==> config.mk <==
export PLATFORM = sky130hd
export DESIGN_NAME = bcg_top
export DESIGN_NICKNAME = d
export VERILOG_FILES = /design/src/bcg_pkg.sv /design/src/bcg_detector.sv /design/src/bcg_switch.sv /design/src/bcg_top.sv
export VERILOG_INCLUDE_DIRS = /design/src
export SDC_FILE = /design/constraint.sdc
export NUM_CORES = 2
export LEC_CHECK = 0
export BUFFER_PORTS_ARGS = -buffer_cell sky130_fd_sc_hd__buf_2
export CAP_MARGIN = 20
export CORE_AREA = 4 4 261 263
export CTS_CLUSTER_SIZE = 30
export DETAILED_ROUTE_END_ITERATION = 10
export DIE_AREA = 0 0 265 267
export PLACE_DENSITY = 0.73
export SLEW_MARGIN = 15
export SYNTH_ARGS = -nofsm -noshare
export SYNTH_HDL_FRONTEND = slang
export SYNTH_HIERARCHICAL = 1
export SYNTH_SLANG_ARGS = --single-unit
export TNS_END_PERCENT = 100
==> constraint.sdc <==
create_clock -name clk_i -period 3.9 [get_ports clk_i]
set_clock_uncertainty 0.1 [all_clocks]
set_input_delay 0.195 -clock clk_i [delete_from_list [all_inputs] [get_ports clk_i]]
set_output_delay 0.195 -clock clk_i [all_outputs]
set_load 0.02 [all_outputs]
==> src/bcg_cfg.svh <==
/*
  bcg_cfg.svh: offsets, field positions, reset values and timing counts
  for the base clock generator. Assumes inclusion by bare name.
*/
`ifndef BCG_CFG_SVH
`define BCG_CFG_SVH

// register byte offsets (word index times four)
`define BCG_OFS_OUTSEL0   8'h00
`define BCG_OFS_DIVSEL0   8'h30
`define BCG_OFS_PLL_CTRL  8'h4c
`define BCG_OFS_PLL_STAT  8'h50
`define BCG_OFS_PRESENCE  8'h54
`define BCG_OFS_EVENT     8'h58
`define BCG_OFS_IDENT     8'h5c

// source select field
`define BCG_SEL_LSB       0
`define BCG_SEL_W         4
// fractional divider fields
`define BCG_DIV_L_LSB     8
`define BCG_DIV_D_LSB     16

// pll control fields
`define BCG_PLL_PD_BIT    0
`define BCG_PLL_P23_BIT   1
`define BCG_PLL_DIR_BIT   2
`define BCG_PLL_PSEL_LSB  3
`define BCG_PLL_M_LSB     8

// reset value of the pll control word: powered down
`define BCG_PLL_CTRL_RST  32'h0000_0001

// timing
`define BCG_DET_LIMIT     32
`define BCG_FALL_LIMIT    32
`define BCG_LOCK_NS       100000
`define BCG_CLK_NS        50
`define BCG_HOLD_CYC      4

`endif

==> src/bcg_pkg.sv <==
/*
  bcg_pkg: types of the base clock generator.
  Assumes nothing beyond a SystemVerilog compiler.
*/
package bcg_pkg;

  // source codes seen by every selector
  typedef enum logic [3:0] {
    BCG_SRC_RING  = 4'h0,
    BCG_SRC_XTAL  = 4'h1,
    BCG_SRC_PLL0  = 4'h2,
    BCG_SRC_PLL1  = 4'h3,
    BCG_SRC_PLL2  = 4'h4,
    BCG_SRC_DIV0  = 4'h5,
    BCG_SRC_DIV6  = 4'hb
  } bcg_src_t;

  // switch sequencer
  typedef enum logic [3:0] {
    BCG_SW_RUN   = 4'b0001,
    BCG_SW_FALL  = 4'b0010,
    BCG_SW_HOLD  = 4'b0100,
    BCG_SW_WAKE  = 4'b1000
  } bcg_sw_t;

endpackage

==> src/bcg_detector.sv <==
/*
  bcg_detector: activity detector for one clock source, sampled as data.
  Assumes mon_i is already synchronous to clk_i (control base clock).
*/
`timescale 1ns/10ps
`include "bcg_cfg.svh"

module bcg_detector
  import bcg_pkg::*;
#(
  parameter int LIMIT = `BCG_DET_LIMIT
) (
  // clock and reset
  input  wire logic clk_i,
  input  wire logic rst_n_i,
  // monitored level
  input  wire logic mon_i,
  // state
  output logic      active_o,
  output logic      rise_o,
  output logic      fall_o
);

  initial begin
    if (LIMIT < 2 || LIMIT > 255) $error("bcg_detector: bad LIMIT");
  end

  logic [7:0] cnt_reg, cnt_next;
  logic       prev_reg, prev_next;
  logic       act_reg, act_next;
  logic       rise_reg, rise_next;
  logic       fall_reg, fall_next;
  logic       edge_seen;

  always_comb begin
    edge_seen = mon_i & ~prev_reg;
    prev_next = mon_i;
    cnt_next  = cnt_reg;
    act_next  = act_reg;
    rise_next = 1'b0;
    fall_next = 1'b0;
    if (edge_seen) begin
      cnt_next = 8'h00;
      act_next = 1'b1;
      rise_next = ~act_reg;
    end else if (cnt_reg == 8'(LIMIT - 1)) begin
      // no rising edge within the window: absent
      act_next  = 1'b0;
      fall_next = act_reg;
    end else begin
      cnt_next = cnt_reg + 8'h01;
    end
  end

  always_ff @(posedge clk_i) begin
    if (!rst_n_i) begin
      // absent after reset until proven otherwise
      cnt_reg  <= 8'h00;
      prev_reg <= 1'b0;
      act_reg  <= 1'b0;
      rise_reg <= 1'b0;
      fall_reg <= 1'b0;
    end else begin
      cnt_reg  <= cnt_next;
      prev_reg <= prev_next;
      act_reg  <= act_next;
      rise_reg <= rise_next;
      fall_reg <= fall_next;
    end
  end

  assign active_o = act_reg;
  assign rise_o   = rise_reg;
  assign fall_o   = fall_reg;

  property p_det_drop;
    @(posedge clk_i) disable iff (!rst_n_i)
      (!mon_i) [*8] |-> ##[0:40] !act_reg || mon_i;
  endproperty
  a_det_drop: assert property (p_det_drop)
    else $error("detector kept active without edges");

  property p_det_rise;
    @(posedge clk_i) disable iff (!rst_n_i)
      (mon_i && !prev_reg) |=> act_reg;
  endproperty
  a_det_rise: assert property (p_det_rise)
    else $error("detector missed a rising edge");

endmodule

==> src/bcg_switch.sv <==
/*
  bcg_switch: glitch-free source switch for one generator, clocks as data.
  Assumes sources are levels sampled at clk_i; sel_pll_i marks a pll source.
*/
`timescale 1ns/10ps
`include "bcg_cfg.svh"

module bcg_switch
  import bcg_pkg::*;
#(
  parameter int NSRC      = 12,
  parameter int LOCK_CYC  = 2000
) (
  // clock and reset
  input  wire logic            clk_i,
  input  wire logic            rst_n_i,
  // sources and request
  input  wire logic [NSRC-1:0] src_i,
  input  wire logic [3:0]      sel_i,
  input  wire logic            sel_pll_i,
  input  wire logic            pll_lock_i,
  // output
  output logic                 clk_o,
  output logic                 busy_o
);

  initial begin
    if (NSRC < 1 || NSRC > 16) $error("bcg_switch: bad NSRC");
    if (LOCK_CYC < 1 || LOCK_CYC > 65535) $error("bcg_switch: bad LOCK_CYC");
  end

  bcg_sw_t     st_reg, st_next;
  logic [3:0]  cur_reg, cur_next;
  logic [15:0] cnt_reg, cnt_next;
  logic        out_reg, out_next;
  logic        lvl;

  always_comb begin
    lvl      = src_i[cur_reg];
    st_next  = st_reg;
    cur_next = cur_reg;
    cnt_next = cnt_reg;
    out_next = 1'b0;
    case (st_reg)
      BCG_SW_RUN: begin
        out_next = lvl;
        if (sel_i != cur_reg) begin
          st_next  = BCG_SW_FALL;
          cnt_next = 16'h0000;
          out_next = lvl & out_reg;
        end
      end
      BCG_SW_FALL: begin
        // wait for the old clock low; force low if it hangs
        out_next = lvl & out_reg;
        cnt_next = cnt_reg + 16'h0001;
        if (!lvl || cnt_reg == 16'(`BCG_FALL_LIMIT - 1)) begin
          out_next = 1'b0;
          cur_next = sel_i;
          cnt_next = 16'h0000;
          st_next  = BCG_SW_HOLD;
        end
      end
      BCG_SW_HOLD: begin
        // held low: short for plain sources, until lock for pll
        cnt_next = cnt_reg + 16'h0001;
        if (sel_pll_i) begin
          if (pll_lock_i && cnt_reg >= 16'(LOCK_CYC - 1)) begin
            st_next = BCG_SW_WAKE;
          end
        end else if (cnt_reg >= 16'(`BCG_HOLD_CYC - 1)) begin
          st_next = BCG_SW_WAKE;
        end
      end
      BCG_SW_WAKE: begin
        // resume only on a low level so first pulse is whole
        if (!lvl) begin
          st_next = BCG_SW_RUN;
        end
      end
      default: begin
        st_next = BCG_SW_RUN;
      end
    endcase
  end

  always_ff @(posedge clk_i) begin
    if (!rst_n_i) begin
      st_reg  <= BCG_SW_RUN;
      cur_reg <= 4'h0;
      cnt_reg <= 16'h0000;
      out_reg <= 1'b0;
    end else begin
      st_reg  <= st_next;
      cur_reg <= cur_next;
      cnt_reg <= cnt_next;
      out_reg <= out_next;
    end
  end

  assign clk_o  = out_reg;
  assign busy_o = (st_reg != BCG_SW_RUN);

  property p_sw_low;
    @(posedge clk_i) disable iff (!rst_n_i)
      (st_reg == BCG_SW_HOLD) |=> !out_reg;
  endproperty
  a_sw_low: assert property (p_sw_low)
    else $error("output not low during hold");

  property p_sw_force;
    @(posedge clk_i) disable iff (!rst_n_i)
      (st_reg == BCG_SW_FALL) |-> ##[1:33] (st_reg != BCG_SW_FALL);
  endproperty
  a_sw_force: assert property (p_sw_force)
    else $error("switch stuck waiting for fall");

endmodule

==> src/bcg_top.sv <==
/*
  bcg_top: base clock generator with source selectors, activity
  detection, pll control and avalon-mm register slave.
  Assumes clk_i is the control base clock and that all source clocks are
  presented as levels sampled on it; the analog pll and oscillators sit
  outside, this block drives their controls and reads their levels.
*/
// Register access over Avalon-MM and the register addresses are this design's own decisions.
// Notes on behaviour
// - outputs 0..11, 10 reserved, 0 and 2 ring
// - safe and control clocks use ring only
// - ring oscillator never powered down
// - others pick divider, pll phase, ring, crystal
// - dividers take pll phase, ring or crystal
// - pll input is the crystal oscillator
// - invalid source kept, other fields still written
// - reset selects ring oscillator everywhere
// - selects of inactive clocks are not stored
// - per-source presence status and change events
// - no edge in 32 control cycles: inactive
// - all absent after reset, valid after 32
// - dead selected source kept, event still raised
// - glitch-free switch, output held low briefly
// - pll switch held low until lock
// - stuck high over 32 cycles forced low
// - feedback divider m and lock indication
// - extra phase enable turns on two phases
// - direct bypasses, else divide by 2..16
// - power-down stops pll, lock low
// - three pll phases 0, 120, 240 degrees
`timescale 1ns/10ps
`include "bcg_cfg.svh"

module bcg_top
  import bcg_pkg::*;
#(
  parameter int          NOUT     = 12,
  parameter int          NDIV     = 7,
  parameter int          LOCK_CYC = (`BCG_LOCK_NS + `BCG_CLK_NS - 1)
                                    / `BCG_CLK_NS,
  parameter logic [31:0] IDENT    = 32'h0000_5a01 // arbitrary value
) (
  // clock and reset
  input  wire logic        clk_i,
  input  wire logic        rst_n_i,
  // avalon-mm slave
  input  wire logic [7:0]  avs_address,
  input  wire logic        avs_read,
  input  wire logic        avs_write,
  input  wire logic [31:0] avs_writedata,
  input  wire logic [3:0]  avs_byteenable,
  output logic [31:0]      avs_readdata,
  output logic             avs_waitrequest,
  // source levels
  input  wire logic        ring_clk_i,
  input  wire logic        xtal_clk_i,
  input  wire logic [2:0]  pll_phase_i,
  input  wire logic [6:0]  div_clk_i,
  input  wire logic        pll_lock_i,
  // pll and ring oscillator controls
  output logic             pll_power_down_o,
  output logic             extra_phase_enable_o,
  output logic             pll_direct_o,
  output logic [1:0]       pll_post_sel_o,
  output logic [7:0]       pll_fb_div_o,
  output logic             ring_power_down_o,
  // divider controls
  output logic [6:0][3:0]  div_src_o,
  output logic [6:0][7:0]  div_l_o,
  output logic [6:0][7:0]  div_d_o,
  // base clocks
  output logic [11:0]      base_clk_o
);

  initial begin
    if (NOUT != 12) $error("bcg_top: NOUT must be 12");
    if (NDIV != 7) $error("bcg_top: NDIV must be 7");
  end

  localparam int NSRC = 12;

  // source vector in select-code order
  logic [NSRC-1:0] src_lvl;
  logic [NSRC-1:0] src_act, src_rise, src_fall;
  assign src_lvl = {div_clk_i, pll_phase_i, xtal_clk_i, ring_clk_i};

  // one detector per source
  genvar g;
  generate
    for (g = 0; g < NSRC; g++) begin : g_det
      bcg_detector #(.LIMIT(`BCG_DET_LIMIT)) u_det (
        .clk_i   (clk_i),
        .rst_n_i (rst_n_i),
        .mon_i   (src_lvl[g]),
        .active_o(src_act[g]),
        .rise_o  (src_rise[g]),
        .fall_o  (src_fall[g])
      );
    end
  endgenerate

  // register state
  logic [NOUT-1:0][3:0] osel_reg, osel_next;
  logic [NDIV-1:0][3:0] dsel_reg, dsel_next;
  logic [NDIV-1:0][7:0] dl_reg, dl_next, dd_reg, dd_next;
  logic [31:0]          pll_reg, pll_next;
  logic [23:0]          evt_reg, evt_next;
  logic [31:0]          rd_reg, rd_next;
  logic                 ack_reg, ack_next;
  logic                 wait_reg, wait_next;
  logic                 ring_pd_reg, ring_pd_next;
  logic [NOUT-1:0]      bclk;
  logic [NOUT-1:0]      sw_busy;

  // legality of a select code for an output or a divider
  // masks only at write time: a source that dies later stays selected
  function automatic logic sel_ok(input logic [3:0] s, input logic is_div,
                                  input logic [NSRC-1:0] act);
    logic ok;
    ok = 1'b0;
    if (s < 4'(NSRC)) begin
      ok = act[s];
    end
    if (is_div && s >= BCG_SRC_DIV0) begin
      ok = 1'b0;
    end
    return ok;
  endfunction

  logic [3:0] widx;
  logic       acc, wr_now;
  logic [31:0] wd;

  always_comb begin
    osel_next = osel_reg;
    dsel_next = dsel_reg;
    dl_next   = dl_reg;
    dd_next   = dd_reg;
    pll_next  = pll_reg;
    evt_next  = evt_reg | {src_fall, src_rise};
    rd_next   = rd_reg;
    acc       = (avs_read | avs_write) & ~ack_reg;
    ack_next  = acc;
    wait_next = ~acc;
    // constant, but kept in a flop so the pin comes from a register
    ring_pd_next = 1'b0;
    wr_now    = avs_write & ~ack_reg;
    widx      = 4'h0;
    wd        = avs_writedata;
    if (wr_now) begin
      if (avs_address < `BCG_OFS_DIVSEL0) begin
        widx = avs_address[5:2];
        // safe, control and reserved outputs stay on ring
        if (widx != 4'd0 && widx != 4'd2 && widx != 4'd10 &&
            avs_byteenable[0] &&
            sel_ok(wd[3:0], 1'b0, src_act)) begin
          osel_next[widx] = wd[3:0];
        end
      end else if (avs_address < `BCG_OFS_PLL_CTRL) begin
        widx = 4'((avs_address - `BCG_OFS_DIVSEL0) >> 2);
        if (avs_byteenable[0] && sel_ok(wd[3:0], 1'b1, src_act)) begin
          dsel_next[widx] = wd[3:0];
        end
        if (avs_byteenable[1]) begin
          dl_next[widx] = wd[`BCG_DIV_L_LSB +: 8];
        end
        if (avs_byteenable[2]) begin
          dd_next[widx] = wd[`BCG_DIV_D_LSB +: 8];
        end
      end else if (avs_address == `BCG_OFS_PLL_CTRL) begin
        // pll source is fixed to crystal: no select field exists
        if (avs_byteenable[0]) begin
          pll_next[7:0] = wd[7:0];
        end
        if (avs_byteenable[1]) begin
          pll_next[15:8] = wd[15:8];
        end
      end else if (avs_address == `BCG_OFS_EVENT) begin
        // write one to clear; a new event in the same cycle wins
        evt_next = (evt_reg & ~wd[23:0]) | {src_fall, src_rise};
      end
    end
    if (avs_read & ~ack_reg) begin
      rd_next = 32'h0000_0000;
      if (avs_address < `BCG_OFS_DIVSEL0) begin
        rd_next[3:0] = osel_reg[avs_address[5:2]];
      end else if (avs_address < `BCG_OFS_PLL_CTRL) begin
        widx = 4'((avs_address - `BCG_OFS_DIVSEL0) >> 2);
        rd_next = {8'h00, dd_reg[widx], dl_reg[widx], 4'h0, dsel_reg[widx]};
      end else if (avs_address == `BCG_OFS_PLL_CTRL) begin
        rd_next = pll_reg;
      end else if (avs_address == `BCG_OFS_PLL_STAT) begin
        // lock reads low in power-down
        rd_next = {30'h0, |sw_busy, pll_lock_i & ~pll_reg[`BCG_PLL_PD_BIT]};
      end else if (avs_address == `BCG_OFS_PRESENCE) begin
        rd_next = {20'h0, src_act};
      end else if (avs_address == `BCG_OFS_EVENT) begin
        rd_next = {8'h0, evt_reg};
      end else if (avs_address == `BCG_OFS_IDENT) begin
        rd_next = IDENT;
      end
    end
  end

  always_ff @(posedge clk_i) begin
    if (!rst_n_i) begin
      osel_reg <= '0;
      dsel_reg <= '0;
      dl_reg   <= '0;
      dd_reg   <= '0;
      pll_reg  <= `BCG_PLL_CTRL_RST;
      evt_reg  <= '0;
      rd_reg   <= '0;
      ack_reg  <= 1'b0;
      wait_reg <= 1'b1;
      ring_pd_reg <= 1'b0;
    end else begin
      osel_reg <= osel_next;
      dsel_reg <= dsel_next;
      dl_reg   <= dl_next;
      dd_reg   <= dd_next;
      pll_reg  <= pll_next;
      evt_reg  <= evt_next;
      rd_reg   <= rd_next;
      ack_reg  <= ack_next;
      wait_reg <= wait_next;
      ring_pd_reg <= ring_pd_next;
    end
  end

  assign avs_readdata    = rd_reg;
  assign avs_waitrequest = wait_reg;

  // one glitch-free switch per output; 0, 2 and 10 never leave ring
  generate
    for (g = 0; g < NOUT; g++) begin : g_sw
      logic [3:0] sel_l;
      assign sel_l = osel_reg[g];
      bcg_switch #(.NSRC(NSRC), .LOCK_CYC(LOCK_CYC)) u_sw (
        .clk_i     (clk_i),
        .rst_n_i   (rst_n_i),
        .src_i     (src_lvl),
        .sel_i     (sel_l),
        .sel_pll_i (sel_l >= BCG_SRC_PLL0 && sel_l <= BCG_SRC_PLL2),
        .pll_lock_i(pll_lock_i & ~pll_reg[`BCG_PLL_PD_BIT]),
        .clk_o     (bclk[g]),
        .busy_o    (sw_busy[g])
      );
    end
  endgenerate

  // registered pin outputs
  logic [11:0] bclk_reg;
  always_ff @(posedge clk_i) begin
    if (!rst_n_i) begin
      bclk_reg <= '0;
    end else begin
      bclk_reg <= bclk & ~12'h400;
    end
  end
  assign base_clk_o = bclk_reg;

  // control pins: pll_reg fields, ring_pd_reg and the divider registers
  assign pll_power_down_o     = pll_reg[`BCG_PLL_PD_BIT];
  assign extra_phase_enable_o = pll_reg[`BCG_PLL_P23_BIT];
  assign pll_direct_o         = pll_reg[`BCG_PLL_DIR_BIT];
  assign pll_post_sel_o       = pll_reg[`BCG_PLL_PSEL_LSB +: 2];
  assign pll_fb_div_o         = pll_reg[`BCG_PLL_M_LSB +: 8];
  assign ring_power_down_o    = ring_pd_reg;
  assign div_src_o            = dsel_reg;
  assign div_l_o              = dl_reg;
  assign div_d_o              = dd_reg;

  // assertions
  property p_safe_ring;
    @(posedge clk_i) disable iff (!rst_n_i)
      osel_reg[0] == 4'h0 && osel_reg[2] == 4'h0;
  endproperty
  a_safe_ring: assert property (p_safe_ring)
    else $error("safe or control clock left ring");

  property p_inact_mask;
    @(posedge clk_i) disable iff (!rst_n_i)
      (wr_now && avs_address == 8'h0c && avs_byteenable[0] &&
       avs_writedata[3:0] < 4'hc && !src_act[avs_writedata[3:0]])
      |=> osel_reg[3] == $past(osel_reg[3]);
  endproperty
  a_inact_mask: assert property (p_inact_mask)
    else $error("inactive source stored");

  property p_div_nodiv;
    @(posedge clk_i) disable iff (!rst_n_i)
      dsel_reg[0] < BCG_SRC_DIV0;
  endproperty
  a_div_nodiv: assert property (p_div_nodiv)
    else $error("divider fed from divider");

  property p_keep_other;
    @(posedge clk_i) disable iff (!rst_n_i)
      (wr_now && avs_address == `BCG_OFS_DIVSEL0 && avs_byteenable[1])
      |=> dl_reg[0] == $past(avs_writedata[15:8]);
  endproperty
  a_keep_other: assert property (p_keep_other)
    else $error("other field not written");

  property p_ring_on;
    @(posedge clk_i) disable iff (!rst_n_i) !ring_power_down_o;
  endproperty
  a_ring_on: assert property (p_ring_on)
    else $error("ring oscillator powered down");

  property p_absent_rst;
    @(posedge clk_i) $rose(rst_n_i) |-> src_act == '0;
  endproperty
  a_absent_rst: assert property (p_absent_rst)
    else $error("source present at reset release");

  property p_evt_hold;
    @(posedge clk_i) disable iff (!rst_n_i)
      src_fall[1] |=> evt_reg[13];
  endproperty
  a_evt_hold: assert property (p_evt_hold)
    else $error("deactivation event lost");

  property p_wait;
    @(posedge clk_i) disable iff (!rst_n_i)
      (avs_read || avs_write) |-> ##[0:1] !avs_waitrequest;
  endproperty
  a_wait: assert property (p_wait)
    else $error("bus answer late");

  property p_rst_sel;
    @(posedge clk_i) $rose(rst_n_i) |-> osel_reg == '0 && dsel_reg == '0;
  endproperty
  a_rst_sel: assert property (p_rst_sel)
    else $error("select not ring after reset");

  property p_evt_rise;
    @(posedge clk_i) disable iff (!rst_n_i)
      src_rise[0] |=> evt_reg[0];
  endproperty
  a_evt_rise: assert property (p_evt_rise)
    else $error("activation event lost");

endmodule

# ---- Word-level counts from Yosys, hierarchy flattened
# Cells that the tools add are included.
dict set report op_classes {
  addsub 25
  order_cmp 69
  n_eq_ne 163
  mux 241
  bitwise_logic 74
  n_reduce_logical 159
}
# cell n
set ops {}
lappend ops {{$pmux 16 s3} 12}
lappend ops {{$mux 16} 24}
lappend ops {{$mux 4} 77}
lappend ops {{$add 16x1->16 const B} 12}
lappend ops {{$eq 16x5->1 const B} 12}
lappend ops {{$ge 16x11->1 const B} 12}
lappend ops {{$ge 16x2->1 const B} 12}
lappend ops {{$pmux 4 s4} 12}
lappend ops {{$mux 32} 5}
lappend ops {{$mux 24} 5}
lappend ops {{$bwmux 56} 2}
lappend ops {{$add 8x1->8 const B} 12}
lappend ops {{$eq 8x5->1 const B} 12}
lappend ops {{$reduce_and 2->1} 36}
lappend ops {{$lt 4x5->1 const B} 14}
lappend ops {{$reduce_and 5->1} 14}
lappend ops {{$mux 1} 66}
lappend ops {{$bmux 1 s4} 13}
lappend ops {{$bmux 8 s3} 2}
lappend ops {{$bwmux 48} 1}
lappend ops {{$eq 4x1->1 const B} 12}
lappend ops {{$eq 4x2->1 const B} 12}
lappend ops {{$eq 4x3->1 const B} 12}
lappend ops {{$eq 4x4->1 const B} 12}
lappend ops {{other kinds (44)} 328}
dict set report word_totals {
  reg_bits 717
  inputBits 61
  output_inout_bits 199
  word_cells 879
}

# ---- Longest topological paths before layout
dict set report depth {
  depth_word 9
  depth_mapped 13
  mapped_depth_nobuf 7
}

# ---- Cells and area by module
# The synthesis kept the hierarchy.
# module n_inst cells_each area_each_um2 seq_area_each_um2
set by_module_without_submodules {}
lappend by_module_without_submodules {bcg_switch 12 165 1451.4 500.5}
lappend by_module_without_submodules {bcg_top 1 1292 12374.4 5305.1}
lappend by_module_without_submodules {bcg_detector 12 58 516.7 240.2}

# ---- Worst setup path before layout
# OpenSTA, ideal clock, no wires.
dict set report synth_path {
  path_type {input to register}
  startpoint {input avs_address[4]}
  endpoint {register dl_reg (netlist bit div_l_o[5])}
  setup_time_ns 0.128
  t_arrival_ns 3.351
  required_ns 3.672
  path_slack_ns 0.322
  cell_stages 13
  n_path_buf 6
  path_cell_list {clkbuf_1 -> buf_1 -> inv_1 -> clkbuf_1 -> buf_1 -> ha_1 -> and4_4 -> or4_4 -> buf_6 -> buf_12 -> nor3_4 -> mux2i_1 -> nor2_1}
}
dict set report synth_via {
  elab_chain_cells 6
  elab_cells_between_ends 11
  classes_between {1 x add/sub; 4 x order compare; 3 x mux; 1 x bitwise; 2 x reduce/logical}
}
# item line_no
set synth_lines {}
lappend synth_lines {{start: declaration} bcg_top.sv:47} ;# input wire logic [7:0] avs_address,
lappend synth_lines {{$sub 6x6->6 (no source line)} n/a}
lappend synth_lines {{$ge 4x1->1 / $lt 4x4->1 (equally long branches)} bcg_top.sv:165} ;# dl_next[widx] = wd[`BCG_DIV_L_LSB +: 8];
lappend synth_lines {{$logic_and 1x1->1} bcg_top.sv:165}
lappend synth_lines {{$mux 8} bcg_top.sv:165}
lappend synth_lines {{$demux 8 s3} bcg_top.sv:165}
lappend synth_lines {{$bwmux 56} bcg_top.sv:165}
lappend synth_lines {{end signal: assignment} bcg_top.sv:220} ;# dl_reg <= dl_next;
lappend synth_lines {{end: declaration} bcg_top.sv:105} ;# logic [NDIV-1:0][7:0] dl_reg, dl_next, dd_reg, dd_next;
# Parallel ways exist; a longest one is shown, timed or not.
# A chain may end at the register's enable or synchronous reset.

# ---- Worst setup path in the final report
dict set report layout_path {
  startpoint {input avs_writedata[0]}
  endpoint {register osel_reg (netlist bit g_sw[6].sel_l[3])}
}
dict set report layout_via {
  elab_chain_cells 7
  elab_cells_between_ends 8
  classes_between {1 x order compare; 5 x mux; 2 x reduce/logical}
}
# item line_no
set layout_lines {}
lappend layout_lines {{start: declaration} bcg_top.sv:50} ;# input wire logic [31:0] avs_writedata,
lappend layout_lines {{$bmux 1 s4} bcg_top.sv:122} ;# ok = act[s];
lappend layout_lines {{$mux 1 (not written as such)} bcg_top.sv:122}
lappend layout_lines {{$mux 1 (*)} bcg_top.sv:121} ;# if (s < 4'(NSRC)) begin
lappend layout_lines {{$mux 1 (*)} bcg_top.sv:151} ;# if (avs_address < `BCG_OFS_DIVSEL0) begin
lappend layout_lines {{$mux 1 (*)} bcg_top.sv:150} ;# if (wr_now) begin
lappend layout_lines {{$logic_and 1x1->1 (*)} bcg_top.sv:155} ;# avs_byteenable[0] &&
lappend layout_lines {{$reduce_and 3->1 (no source line) (*)} n/a}
lappend layout_lines {{end signal: assignment} bcg_top.sv:218} ;# osel_reg <= osel_next;
lappend layout_lines {{end: declaration} bcg_top.sv:103} ;# logic [NOUT-1:0][3:0] osel_reg, osel_next;
# Mark *: on every way between the ends. The rest lies on a longest branch, timed or not. The select of a mux whose other input is x is not followed.

==> results.yml <==
setup_path:
  critPathMaxFanout: 18
  r2r-end: "div_l_o[9]"
  regToRegStartpoint: "ack_reg"
  worst-path-buf-inv: 2
  critical_path.startpoint_type: "primary input"
  crit_type: "in2reg"
  reg2regPathDepth: 5
  critPathTopFamily: "buffers and inverters"
  cp.arrival_ns: 3.27
  slowest_delay_ns: 0.63
  critPathRequiredTime_ns: 4.35
  critPathCaptureType: "register"
  path_cells: "dlygate4sd3_1 -> buf_2 -> mux4_2 -> and4bb_1 -> and2_1 -> a31oi_1 -> mux2i_1"
  slowest_stage: "sky130_fd_sc_hd__mux4_2"
  worst-r2r-setup-slack_ns: 1.10
floorplanning:
  die_area_um2: 70800
  die_w_um: 265
  fp.coreArea_um2: 65600
  rows: 94
  floorplan.io_pins: 260
  starting_utilization_of_the_core_area_pct: 54.8
  die-height_um: 267
synth:
  post_synth_instance_area_um2: 36000
  synthesis.area_per_instance_um2: 9.07
  yosys_warnings: 6
  synth_cells: 3964
finish:
  postLayoutCellArea_um2: 40300
  number_of_flip_flops_in_the_largest_register: 192
  multi_input_area_um2: 20400
  nNetsFinal: 4196
  layout_commonest_cell: "sky130_fd_sc_hd__dfxtp_1"
  drive_above_1_share_pct: 13.3
  most_frequent_cells_in_the_layout: "sky130_fd_sc_hd__dfxtp_1 (708), sky130_fd_sc_hd__mux2i_1 (351), sky130_fd_sc_hd__nor2_1 (279)"
  final-seq-area_um2: 14200
  area.growth.synth_to_final_pct: 12.1
  finish.utilization_pct: 61.4
  n_fill_cell: 5579
global_routing:
  gr-usage-all-layers_pct: 26.0
  grt_pass1_wl_mm: 154
  grt_antenna_before_repair: 8
  pin_count_of_the_biggest_net_entering_global_routing: 75
  first_global_vias: 28600
  grt_overflow_total: 0
detailed_routing:
  drt-wirelength-per-cell_um: 19.2
  via_count: 30900
  met3WireLength_mm: 6.91
  met2RoutedLength_mm: 43.6
  routed.top_layer: "met5"
  drc: 0
  wirelength_met1_mm: 42.9
  drt-initial-drc-count: 2546
  postRouteAntennaNets: 0
  routed_wl_mm: 96.4
  vias_per_cell: 6.14
  dr.pass1.iters: 6
sta:
  worstMarginPinSlew_ns: 0.866
  f_max_ghz: 0.355
  totalNegativeSetupSlack_ns: 0
  finalWorstSetupSlack_ns: 1.08
  final_max_tran_viols: 0
  layout_min_cycle_time_ns: 2.82
  max_slew_margin_pct: 42.3
  finalHoldViolations: 0
  min_period_over_period_pct: 72.3
  grt_setup_unrepaired: "no"
  fin_worst_hold_slack_ns: 0.0518
  setup_viol: 0
clock_tree:
  ctsLongestPathBuffers: 3
  clkLatencyLatePin_ns: 0.64
  post_cts.repair.setup_buffers: 0
  cts.clk_slew.worst_paths_ns: 0.06
  cts_num_sinks: 708
  cts_buffers: 77
  cts_tree: "yes"
  h-tree-depth: 3
  cts_root_buffer_type: "sky130_fd_sc_hd__clkbuf_16"
placement:
  place_worst_setup_slack_ns: 0.922
  postPlaceCellArea_um2: 37400
  io_buffers: 240
  hpwlAfterDp_mm: 66.3
  gp_congestion: 0.921
hold_path:
  worst_hold_startpoint: "avs_address[1]"
  whs_endpoint: "avs_readdata[9]"
  min-delay-path-class: "in2reg"
  worstHoldPathCells: 5
pwr:
  ir_drop_mv: 0.286
  power_leakage_nw: 15.2
  power.density_nw_per_um2: 385
outcome:
  status: "finished, final reports clean"
job:
  timing.max_cap.violations: 0
==> worst min-delay path: cells and delay by family <==
family / cells / cell delay [ns]
buffers and inverters: 2 / 0.27
AO/OA/AOI/OAI: 1 / 0.17
AND/OR/NAND/NOR: 2 / 0.10
==> area by class of cell <==
class / count / area share [%]
inverters: 85 / 0.798
multi-input cells: 2929 / 50.5
repair buffers: 305 / 4.50
flip-flops and latches: 708 / 35.2
well taps: 864 / 2.68
clock inverters: 26 / 0.814
clock buffers: 104 / 5.48
diodes: 6 / 0.0373
==> timing repair <==
| action | CTS | global route |
|---|---|---|
| hold buffers | 39 | 0 |
| hold endpoints to repair | 228 | 0 |
| resized for setup | 0 | 0 |
==> per-layer routing <==
metal  global-route usage [%]  vias to the layer above
met2                     40.7                      956
met1                     36.2                    14800
li1                         -                    14900
met5                        0                        -
met4                     9.54                        2
met3                     4.84                      185
==> stage by stage <==
stage          total power [mW]  instances
6_report                   15.5       5027
5_1_grt                    16.0       5024
4_1_cts                    15.6       5021
3_5_place_dp               8.25       4852
3_3_place_gp               8.24       4852
2_1_floorplan              7.99       3973
==> report_power, final <==
part / switching [mW] / internal [mW]
clock network: 3.05 / 4.31
logic: 0.545 / 0.222
registers: 0.0701 / 7.30
total: 3.66 / 11.8
==> how the worst max path moves through the flow <==
stage	start	to	depth (start not counted)
6_report	avs_writedata[0]	g_sw[6].sel_l[3]	7
4_1_cts	ack_reg	div_l_o[29]	5
3_5_place_dp	avs_address[4]	div_l_o[15]	8
5_1_grt	ack_reg	div_l_o[12]	5
3_3_place_gp	avs_address[4]	div_l_o[15]	8
2_1_floorplan	avs_address[4]	div_l_o[5]	13
Note: power is estimated with default switching activity, not from simulation.
